===== src/pcd_mgmt_regs.vh =====
/*
 * register offsets, field positions, reset values and frame timing for
 * the transceiver interrupt and cable diagnostic management registers.
 * assumes 5-bit register addresses carried by the serial management bus.
 */
`ifndef PCD_MGMT_REGS_VH
`define PCD_MGMT_REGS_VH

// register addresses
`define PCD_REG_INT 5'h1b
`define PCD_REG_DIAG 5'h1d
`define PCD_REG_CTL1 5'h1e
`define PCD_REG_CTL2 5'h1f

// interrupt control/status fields
`define PCD_INT_EN_MSB 15
`define PCD_INT_EN_LSB 8
`define PCD_INT_FLAG_MSB 7
`define PCD_INT_EN_RST 8'h00
`define PCD_INT_FLAG_RST 8'h00

// cable diagnostic fields
`define PCD_DIAG_GO_BIT 15
`define PCD_DIAG_RES_MSB 14
`define PCD_DIAG_RES_LSB 13
`define PCD_DIAG_CNT_MSB 8
`define PCD_DIAG_GO_RST 1'b0
`define PCD_DIAG_RES_RST 2'h0
`define PCD_DIAG_CNT_RST 9'h000

// first and second phy control fields
`define PCD_LED_MSB 15
`define PCD_LED_LSB 14
`define PCD_POL_BIT 13
`define PCD_LED_RST 2'h0
`define PCD_INTLVL_BIT 9
`define PCD_INTLVL_RST 1'b0

// serial frame layout
`define PCD_PRE_LEN 6'd32
`define PCD_HDR_LAST 4'hc
`define PCD_DATA_LAST 4'hf
`define PCD_OP_RD 2'h2
`define PCD_OP_WR 2'h1
`define PCD_PHY_ADDR_DEF 5'h01

`endif


===== src/pcd_sync_edge.v =====
/*
 * two flip-flop synchroniser with rising edge detect.
 * assumes the input is asynchronous to i_sys_clk and changes slower than
 * two clock periods.
 */
`timescale 1ns/1ps
`default_nettype none

module pcd_sync_edge (
   // clock and reset
   input wire i_sys_clk,
   input wire i_sys_rst,
   // asynchronous input
   input wire i_async,
   // synchronised level and edge
   output wire o_level,
   output wire o_rise
);

   reg meta_ff;
   reg sync_ff;
   reg last_ff;

   always @(posedge i_sys_clk) begin
      if (i_sys_rst) begin
         meta_ff <= 1'b0;
         sync_ff <= 1'b0;
         last_ff <= 1'b0;
      end else begin
         meta_ff <= i_async;
         sync_ff <= meta_ff;
         last_ff <= sync_ff;
      end
   end

   assign o_level = sync_ff;
   assign o_rise = sync_ff & ~last_ff;

endmodule

`default_nettype wire


===== src/pcd_mgmt_regs.v =====
/*
 * serial management slave holding the interrupt control/status, cable
 * diagnostic control/status and phy control registers.
 * assumes the management clock and data pins are asynchronous and slow
 * against i_sys_clk, and that events, diagnostic results and polarity
 * come from logic on i_sys_clk.
 */
// Functional notes
// - bit 8 of the interrupt register is a read/write link-up interrupt enable, reset zero.
// - bits 7 and 6 flag jabber and receive error, read-only, self-clearing, reset zero.
// - bits 5, 4, 3 flag page received, parallel detect fault, partner acknowledge.
// - bits 2, 1, 0 flag link down, remote fault and link up, self-clearing.
// - writing one to diagnostic bit 15 starts a test, hardware clears it when done.
// - diagnostic bits 14:13 give the result: normal, open, short or test failed.
// - diagnostic bits 8:0 give a read-only fault distance count, reset zero.
// - bit 13 of the first phy control register shows reversed receive polarity.
// - interrupt register bits 15:9 enable the other events, jabber at 15, reset zero.
// - the interrupt pin is active high when the level bit is one, else active low.
`timescale 1ns/1ps
`default_nettype none
`include "pcd_mgmt_regs.vh"

module pcd_mgmt_regs #(
   parameter [4:0] PHY_ADDR = `PCD_PHY_ADDR_DEF
) (
   // clock and reset
   input wire i_sys_clk,
   input wire i_sys_rst,
   // station management bus
   input wire i_mdc,
   input wire i_mdio,
   output reg o_mdio,
   output reg o_mdio_oe,
   // event pulses, bit order as the flag field
   input wire [7:0] i_evt,
   // cable diagnostic engine
   output reg o_diag_start,
   input wire i_diag_done,
   input wire [1:0] i_diag_result,
   input wire [8:0] i_diag_count,
   // line status and control
   input wire i_pol_reversed,
   output wire [1:0] o_led_mode,
   // interrupt pin
   output reg o_int
);

   localparam [2:0] ST_PRE = 3'h0;
   localparam [2:0] ST_HDR = 3'h1;
   localparam [2:0] ST_TA = 3'h2;
   localparam [2:0] ST_RD = 3'h3;
   localparam [2:0] ST_WR = 3'h4;

   wire mdc_rise;
   wire mdio_in;
   reg [2:0] state_ff;
   reg [5:0] pre_cnt_ff;
   reg [3:0] bit_cnt_ff;
   reg [15:0] shift_ff;
   reg [4:0] addr_ff;
   reg is_rd_ff;
   reg wr_stb_ff;
   reg [15:0] wr_data_ff;
   reg rd_clr_ff;
   reg [7:0] rd_mask_ff;

   reg [7:0] int_en_ff;
   reg [7:0] flag_ff;
   reg diag_go_ff;
   reg [1:0] diag_res_ff;
   reg [8:0] diag_cnt_ff;
   reg [1:0] led_ff;
   reg int_lvl_ff;

   wire [12:0] hdr;
   wire [4:0] hdr_reg;
   reg [15:0] rd_word;
   reg [7:0] nxt_flag;
   wire any_int;

   pcd_sync_edge u_mdc_sync (
      .i_sys_clk(i_sys_clk),
      .i_sys_rst(i_sys_rst),
      .i_async(i_mdc),
      .o_level(),
      .o_rise(mdc_rise)
   );

   pcd_sync_edge u_mdio_sync (
      .i_sys_clk(i_sys_clk),
      .i_sys_rst(i_sys_rst),
      .i_async(i_mdio),
      .o_level(mdio_in),
      .o_rise()
   );

   // start, opcode, phy address and register address as they complete
   assign hdr = {shift_ff[11:0], mdio_in};
   assign hdr_reg = hdr[4:0];

   // read value of the addressed register, unmapped reads give zero
   always @* begin
      rd_word = 16'h0000;
      case (hdr_reg)
         `PCD_REG_INT: begin
            rd_word = {int_en_ff, flag_ff};
         end
         `PCD_REG_DIAG: begin
            rd_word[`PCD_DIAG_GO_BIT] = diag_go_ff;
            rd_word[`PCD_DIAG_RES_MSB:`PCD_DIAG_RES_LSB] = diag_res_ff;
            rd_word[`PCD_DIAG_CNT_MSB:0] = diag_cnt_ff;
         end
         `PCD_REG_CTL1: begin
            rd_word[`PCD_LED_MSB:`PCD_LED_LSB] = led_ff;
            rd_word[`PCD_POL_BIT] = i_pol_reversed;
         end
         `PCD_REG_CTL2: begin
            rd_word[`PCD_INTLVL_BIT] = int_lvl_ff;
         end
         default: begin
            rd_word = 16'h0000;
         end
      endcase
   end

   // serial frame engine, sampling data on each management clock rise
   always @(posedge i_sys_clk) begin
      if (i_sys_rst) begin
         state_ff <= ST_PRE;
         pre_cnt_ff <= 6'h00;
         bit_cnt_ff <= 4'h0;
         shift_ff <= 16'h0000;
         addr_ff <= 5'h00;
         is_rd_ff <= 1'b0;
         wr_stb_ff <= 1'b0;
         wr_data_ff <= 16'h0000;
         rd_clr_ff <= 1'b0;
         rd_mask_ff <= 8'h00;
         o_mdio <= 1'b1;
         o_mdio_oe <= 1'b0;
      end else begin
         wr_stb_ff <= 1'b0;
         rd_clr_ff <= 1'b0;
         if (mdc_rise) begin
            case (state_ff)
               ST_PRE: begin
                  if (mdio_in) begin
                     if (pre_cnt_ff != `PCD_PRE_LEN) begin
                        pre_cnt_ff <= pre_cnt_ff + 6'h01;
                     end
                  end else begin
                     pre_cnt_ff <= 6'h00;
                     bit_cnt_ff <= 4'h0;
                     if (pre_cnt_ff == `PCD_PRE_LEN) begin
                        state_ff <= ST_HDR;
                     end
                  end
               end
               ST_HDR: begin
                  shift_ff <= {shift_ff[14:0], mdio_in};
                  bit_cnt_ff <= bit_cnt_ff + 4'h1;
                  if (bit_cnt_ff == `PCD_HDR_LAST) begin
                     bit_cnt_ff <= 4'h0;
                     addr_ff <= hdr_reg;
                     if (hdr[12] && hdr[9:5] == PHY_ADDR &&
                         hdr[11:10] == `PCD_OP_RD) begin
                        state_ff <= ST_TA;
                        is_rd_ff <= 1'b1;
                        shift_ff <= rd_word;
                        if (hdr_reg == `PCD_REG_INT) begin
                           rd_clr_ff <= 1'b1;
                           rd_mask_ff <= flag_ff;
                        end
                     end else if (hdr[12] && hdr[9:5] == PHY_ADDR &&
                                  hdr[11:10] == `PCD_OP_WR) begin
                        state_ff <= ST_TA;
                        is_rd_ff <= 1'b0;
                     end else begin
                        state_ff <= ST_PRE;
                     end
                  end
               end
               ST_TA: begin
                  bit_cnt_ff <= 4'h1;
                  if (bit_cnt_ff == 4'h0) begin
                     o_mdio_oe <= is_rd_ff;
                     // the line only goes low when the device takes it over
                     o_mdio <= ~is_rd_ff;
                  end else begin
                     bit_cnt_ff <= 4'h0;
                     if (is_rd_ff) begin
                        state_ff <= ST_RD;
                        o_mdio <= shift_ff[15];
                        shift_ff <= {shift_ff[14:0], 1'b0};
                     end else begin
                        state_ff <= ST_WR;
                     end
                  end
               end
               ST_RD: begin
                  bit_cnt_ff <= bit_cnt_ff + 4'h1;
                  o_mdio <= shift_ff[15];
                  shift_ff <= {shift_ff[14:0], 1'b0};
                  if (bit_cnt_ff == `PCD_DATA_LAST) begin
                     o_mdio_oe <= 1'b0;
                     o_mdio <= 1'b1;
                     state_ff <= ST_PRE;
                  end
               end
               ST_WR: begin
                  bit_cnt_ff <= bit_cnt_ff + 4'h1;
                  shift_ff <= {shift_ff[14:0], mdio_in};
                  if (bit_cnt_ff == `PCD_DATA_LAST) begin
                     wr_stb_ff <= 1'b1;
                     wr_data_ff <= {shift_ff[14:0], mdio_in};
                     state_ff <= ST_PRE;
                  end
               end
               default: begin
                  state_ff <= ST_PRE;
                  o_mdio_oe <= 1'b0;
               end
            endcase
         end
      end
   end

   // new events win over the clear that follows a read
   always @* begin
      nxt_flag = flag_ff;
      if (rd_clr_ff) begin
         nxt_flag = flag_ff & ~rd_mask_ff;
      end
      nxt_flag = nxt_flag | i_evt;
   end

   // register bank
   always @(posedge i_sys_clk) begin
      if (i_sys_rst) begin
         int_en_ff <= `PCD_INT_EN_RST;
         flag_ff <= `PCD_INT_FLAG_RST;
         diag_go_ff <= `PCD_DIAG_GO_RST;
         diag_res_ff <= `PCD_DIAG_RES_RST;
         diag_cnt_ff <= `PCD_DIAG_CNT_RST;
         led_ff <= `PCD_LED_RST;
         int_lvl_ff <= `PCD_INTLVL_RST;
         o_diag_start <= 1'b0;
      end else begin
         flag_ff <= nxt_flag;
         o_diag_start <= 1'b0;
         if (i_diag_done) begin
            diag_go_ff <= 1'b0;
            diag_res_ff <= i_diag_result;
            diag_cnt_ff <= i_diag_count;
         end
         if (wr_stb_ff) begin
            case (addr_ff)
               `PCD_REG_INT: begin
                  int_en_ff <= wr_data_ff[`PCD_INT_EN_MSB:`PCD_INT_EN_LSB];
               end
               `PCD_REG_DIAG: begin
                  if (wr_data_ff[`PCD_DIAG_GO_BIT] && !diag_go_ff) begin
                     diag_go_ff <= 1'b1;
                     o_diag_start <= 1'b1;
                  end
               end
               `PCD_REG_CTL1: begin
                  led_ff <= wr_data_ff[`PCD_LED_MSB:`PCD_LED_LSB];
               end
               `PCD_REG_CTL2: begin
                  int_lvl_ff <= wr_data_ff[`PCD_INTLVL_BIT];
               end
               default: begin
                  led_ff <= led_ff;
               end
            endcase
         end
      end
   end

   assign any_int = |(flag_ff & int_en_ff);
   assign o_led_mode = led_ff;

   always @(posedge i_sys_clk) begin
      if (i_sys_rst) begin
         o_int <= 1'b1;
      end else begin
         o_int <= int_lvl_ff ? any_int : ~any_int;
      end
   end

endmodule

`default_nettype wire


===== config.mk =====
export PLATFORM = sky130hd
export DESIGN_NAME = pcd_mgmt_regs
export DESIGN_NICKNAME = d
export VERILOG_FILES = /design/src/pcd_sync_edge.v /design/src/pcd_mgmt_regs.v
export VERILOG_INCLUDE_DIRS = /design/src
export SDC_FILE = /design/constraint.sdc
export NUM_CORES = 1
export LEC_CHECK = 0
export ABC_AREA = 1
export ABC_CLOCK_PERIOD_IN_PS = 1940
export BUFFER_PORTS_ARGS = -buffer_cell sky130_fd_sc_hd__clkbuf_2
export CORE_MARGIN = 10
export CORE_UTILIZATION = 28
export DETAILED_ROUTE_END_ITERATION = 8
export GPL_ROUTABILITY_DRIVEN = 0
export PLACE_DENSITY = 0.42
export SETUP_SLACK_MARGIN = 0.3
export SKIP_CTS_REPAIR_TIMING = 1
export SLEW_MARGIN = 20
export SYNTH_ARGS = -nofsm -noshare
export SYNTH_HDL_FRONTEND = slang
export SYNTH_HIERARCHICAL = 1
export SYNTH_SLANG_ARGS = --single-unit

===== constraint.sdc =====
create_clock -name i_sys_clk -period 1.94 [get_ports i_sys_clk]
set_input_delay 0.485 -clock i_sys_clk [delete_from_list [all_inputs] [get_ports i_sys_clk]]
set_output_delay 0.485 -clock i_sys_clk [all_outputs]
set_load 0.03 [all_outputs]

## Word-level counts from Yosys, hierarchy flattened

Index checks and enable logic that the tools add are counted.
Widths: inputs -> output; s select.

- Flip-flop bits (word level): 101
- Word-level logic and storage cells: 145
- Output and inout bits: 6
- Input port bits: 25

- Reduce and logical (&&, ||, !) cells: 30
- Equality and inequality tests: 29
- Multiplexer cells: 42
- Bitwise gates (word level): 16
- Add/sub/neg operators: 2

Operator list:

| kind | number |
|---|---|
| $mux 16 | 4 |
| $pmux 16 s4 | 1 |
| $eq 5x5->1 const B | 8 |
| $mux 3 | 7 |
| $pmux 9 s2 | 1 |
| $and 8x8->8 | 2 |
| $mux 1 | 16 |
| $ne 2x2->1 const B | 8 |
| $pmux 4 s4 | 1 |
| $reduce_and 3->1 | 5 |
| $mux 6 | 2 |
| $pmux 3 s4 | 1 |
| $reduce_and 4->1 | 3 |
| $not 1->1 | 11 |
| $pmux 3 s3 | 1 |
| $reduce_or 3->1 | 3 |
| $eq 4x4->1 const B | 2 |
| $mux 4 | 2 |
| $mux 8 | 1 |
| $not 8->8 | 1 |
| $or 8x8->8 | 1 |
| $reduce_bool 4->1 | 2 |
| $reduce_or 8->1 | 1 |
| $add 6x1->6 const B | 1 |
| other kinds (25) | 34 |

## Depth between registers and ports, before layout

- Depth after elaboration: 7
- Gate-level depth with buffers: 11
- Gate-level depth less buffers: 11

## Cells and area by module

Netlist, hierarchy kept.

By module, submodules not included:

| module | sequential area each (um^2) | cells each | area an instance (um^2) | times used |
|---|---|---|---|---|
| pcd_mgmt_regs | 1761.7 | 612 | 4144.0 | 1 |
| pcd_sync_edge | 60.1 | 10 | 86.3 | 2 |

## Least setup slack after synthesis

OpenSTA, ideal clock, no wires.

- Kind: register to register
- Start point: reg bit_cnt_ff[0]
- End point: reg shift_ff[7]
- Cell stages (with the launch flop): 12
- Path slack: 0.368 ns
- Period minus slack after synthesis: 1.572 ns
- Path buffers: 1
- Data arrival time: 1.458 ns
- Cell sequence: dfxtp_1 inv_1 ha_1 nand3_1 inv_1 nand2_2 nand2_2 nor2_8 buf_6 nand2_1 a21oi_1 nor2_1

- Word-level cells in the longest chain between the ends: 3
- Elaborated cells on any way between the ends: 6

Ends and longest elaborated chain:

| item | line | source |
|---|---|---|
| start: declaration | pcd_mgmt_regs.v:58 | `reg [3:0] bit_cnt_ff;` |
| start signal: assignment | pcd_mgmt_regs.v:161 | `bit_cnt_ff <= bit_cnt_ff + 4'h1;` |
| start signal: assignment | pcd_mgmt_regs.v:201 | `bit_cnt_ff <= bit_cnt_ff + 4'h1;` |
| start signal: assignment | pcd_mgmt_regs.v:211 | `bit_cnt_ff <= bit_cnt_ff + 4'h1;` |
| $eq 4x4->1 (no line) or $logic_not 4->1 (tied branches) | n/a |  |
| $mux 16 or $ne 2x2->1 (tied branches) | n/a |  |
| $pmux 16 s4 or $reduce_and 4->1 (tied branches) | n/a |  |
| end signal: assignment | pcd_mgmt_regs.v:160 | `shift_ff <= {shift_ff[14:0], mdio_in};` |
| end signal: assignment | pcd_mgmt_regs.v:169 | `shift_ff <= rd_word;` |
| end signal: assignment | pcd_mgmt_regs.v:194 | `shift_ff <= {shift_ff[14:0], 1'b0};` |
| end: declaration | pcd_mgmt_regs.v:59 | `reg [15:0] shift_ff;` |

Several ways; a longest one is shown, not always the timed one.
A chain may end at the register's enable or synchronous reset.

## Worst setup path in the final report

- Start point: reg state_ff[2]
- End point: reg shift_ff[7]

- Word-level cells in the longest chain between the ends: 3
- Elaborated cells on any way between the ends: 9

Ends and longest elaborated chain:

| item | line | source |
|---|---|---|
| start: declaration | pcd_mgmt_regs.v:56 | `reg [2:0] state_ff;` |
| start signal: assignment | pcd_mgmt_regs.v:129 | `state_ff <= ST_PRE;` |
| start signal: assignment | pcd_mgmt_regs.v:155 | `state_ff <= ST_HDR;` |
| start signal: assignment | pcd_mgmt_regs.v:167 | `state_ff <= ST_TA;` |
| $eq 3x3->1 (tied with other cells) | pcd_mgmt_regs.v:145 | `case (state_ff)` |
| $reduce_bool 4->1 (no line) or $ne 2x2->1 (tied branches) | n/a |  |
| $reduce_and 4->1 (no line) | n/a |  |

Several ways; a longest one is shown, not always the timed one.

==> implementation parameters <==
Parameter                              Value

GRT
  Pin count of the biggest net entering global routing    52
  Number of global-route vias before repair    between 3000 and 4000
  Global-route congestion overflow total    0
  Total global-route track usage    12.52%
  First-pass GRT wire length    20400 microns
  Antenna violations before repair    0

Timing
  Final sum of negative setup slack    0 ps
  Worst Tran Pin Value    roughly 370 ps
  Final period utilization    80.40%
  Setup repair after global routing missed its margin    yes
  Count of final setup violators    0
  Achievable Freq    roughly 640 MHz
  Count of pins over their slew limit    0
  Remaining max-slew budget at the tightest pin    75.61%
  Setup slack of the critical path after layout    380.3 ps
  Final hold viol count    0
  Clock tree skew after final layout    9.327 ps
  Minimum clock period    1560 ps

Floorplan
  Rows    45
  Starting Density    28.40%
  Number of I/O pins    31
  Area of the core    15090 sq um
  Die Y    about 140 microns
  Area of the die    20650 sq um
  Die span in x    143.7 microns

Worst setup path
  Reg-to-reg critical path endpoint    shift_ff[7]$_SDFFE_PP0P_
  Category of the worst setup path capture point    register
  Cell depth of the worst flop-to-flop path    10
  Buffer and inverter count on the worst path    3
  CP most frequent cell    nand2_4
  CP cell instances    inv_4, nand2_4, nor2_4, nand2_4, nand2_4, nor2_8, buf_12, buf_4, o21ai_1, nor2_1
  CP Depth    10
  Type of the setup path with the least slack    reg -> reg
  Kind of start point of the critical path    register
  Crit path max-delay cell type    dfxtp_2
  Start of the worst register-to-register path    state_ff[2]$_SDFFE_PP0P_
  Slowest cell delay on critical path    370 ps
  Data required time of the critical path    between 2000 and 2500 ps
  Largest delay share family, worst path    simple AND/OR/NAND/NOR gates
  Worst R2R Setup Slack    380 ps
  Highest fanout seen on the critical path    8
  Critical path arrival    1800 ps

Clock tree
  H-tree level count    3
  CTS root buf    clkbuf_16
  Clock buffers created by TritonCTS    9
  Insertion delay of the later-clocked pin in the worst-skew pair    around 350 ps
  Buffer levels on the longest clock path    2
  Sinks on the clock net    93
  Clk pin slew, worst setup/hold paths    70 ps
  CTS tree    yes

Route
  Vias after detailed routing    slightly above 4000
  Average wire per cell in the routed design    14.47 microns
  Drc violations    0
  Post-DR vias/cell    about 4.7
  Number of DRC violations after detailed-routing iteration 0    197
  Total wirelength of the detailed-routed design    12560 microns
  Pre-antenna DRT Iters    4
  Detail Route Antenna Nets    0

Hold path
  Hold Path Sink    u_mdc_sync/meta_ff$_SDFF_PP0_
  Hold Path Cell Cnt    3
  Hold path startpoint    i_mdc
  Worst min path class    in -> reg

Placed design
  Number of placed instances with taps included    840
  Placement-stage worst setup slack    roughly 160 ps
  Buffers added on ports    30
  DP HPWL    9036 microns

Synth
  Synth Net Count    657
  Syn. warnings    6
  Cell area after synthesis    4285 sq um
  Number of instances in the synthesized netlist    628
  Mean area per synthesized cell    6.824 sq um

Finish
  Nets    704
  Syn-to-layout area delta    22.86%
  Post-route non-filler standard cell count    868
  Layout cells sized above 1    19.85%
  Number of antenna cells inserted    0

Power and ir drop
  Power density of the placed cells    723.5 nW/um^2
  Leakage power figure    between 2 and 2.5 nW
  Max IR drop VDD    between 300 and 400 uV

Status
  Run status    finished, final reports clean

Flow run
  Count of max-cap constraint violations    0
## where the power goes
group | switching [mW] | leakage (nW) | internal (mW) | total, mW
registers | 0.0251 | 0.760 | 1.94 | 1.97
logic | 0.0899 | 1.30 | 0.0521 | 0.142
clock network | 0.820 | 0.131 | 0.882 | 1.70
## tightest hold or removal path: stages
cell and delay (ps):
clkbuf_2 80, inv_1 40, nor2_1 30
## state kept, by name (all words and copies together) (netlist names), 2 cells and up
signal,cells
addr_ff,5
bit_cnt_ff,4
diag_cnt_ff,9
diag_res_ff,2
flag_ff,8
int_en_ff,8
o_led_mode,2
pre_cnt_ff,6
rd_mask_ff,8
shift_ff,16
state_ff,3
wr_data_ff,8
## metrics by stage
stage / util [%] / hold slack [ps] / instance area [sq um] / power (mW)
floorplan: - / 388.3 / 4285 / 2.080
global placement: 31.19 / 392.2 / 4706 / 2.151
detailed placement: 31.19 / 400.1 / 4706 / 2.153
CTS: 33.03 / 310.6 / 4984 / 3.859
global route: 34.89 / 322.5 / 5265 / 3.962
finish: 34.89 / 321.7 / 5265 / 3.809
## per-layer routing
metal | share of wire [%] | global-route usage (%) | routed length [microns] | vias to the layer above
met4 | 1.7 | 4.944 | 215 | 0
li1 | - | - | - | 2132
met3 | 2.7 | 2.244 | 336 | 16
met5 | 0 | 0 | 0 | -
met1 | 46 | 15.54 | 5821 | 1897
met2 | 49 | 20.99 | 6188 | 58
## cell type report
| cell class | count | area [sq um] |
|---|---|---|
| Clock inverter | 6 | 48.80 |
| Tap cell | 188 | 235.2 |
| Inverter | 68 | 262.8 |
| Clock buffer | 10 | 229.0 |
| Multi-Input combinational cell | 445 | 2207 |
| Timing Repair Buffer | 58 | 410.4 |
| Sequential cell | 93 | 1872 |
| Fill cell | 1655 | 9824 |
## how the worst max path moves through the flow
stage	startpoint	slack, ps	endpoint
6_report	state_ff[2]$_SDFFE_PP0P_	380	shift_ff[7]$_SDFFE_PP0P_
5_1_grt	state_ff[2]$_SDFFE_PP0P_	270	shift_ff[7]$_SDFFE_PP0P_
4_1_cts	bit_cnt_ff[0]$_SDFFE_PP0P_	130	shift_ff[7]$_SDFFE_PP0P_
3_5_place_dp	bit_cnt_ff[0]$_SDFFE_PP0P_	160	shift_ff[7]$_SDFFE_PP0P_
3_3_place_gp	bit_cnt_ff[0]$_SDFFE_PP0P_	190	shift_ff[7]$_SDFFE_PP0P_
2_1_floorplan	bit_cnt_ff[0]$_SDFFE_PP0P_	370	shift_ff[7]$_SDFFE_PP0P_
## cell usage in the layout (no fill, tap or decap), types with 2 or more instances in the layout
cell type,instances
nand2_1,112
nand3_1,50
buf_6,2
dfxtp_1,85
xor2_1,2
nand4_1,11
clkinvlp_4,2
nor3_1,4
a21oi_2,3
buf_4,23
dfxtp_2,8
ha_1,2
o21ai_1,16
inv_4,3
nor2_1,108
nand2_4,6
nor2_4,5
nand2_2,4
nand3_2,7
nand3_4,2
inv_2,14
o21ai_0,47
clkbuf_16,10
clkinv_4,2
a221oi_1,2
clkbuf_2,30
a21oi_1,51
nor2_2,4
inv_1,50
buf_12,2
o21ai_2,2
Note: power is estimated with default switching activity, not from simulation.
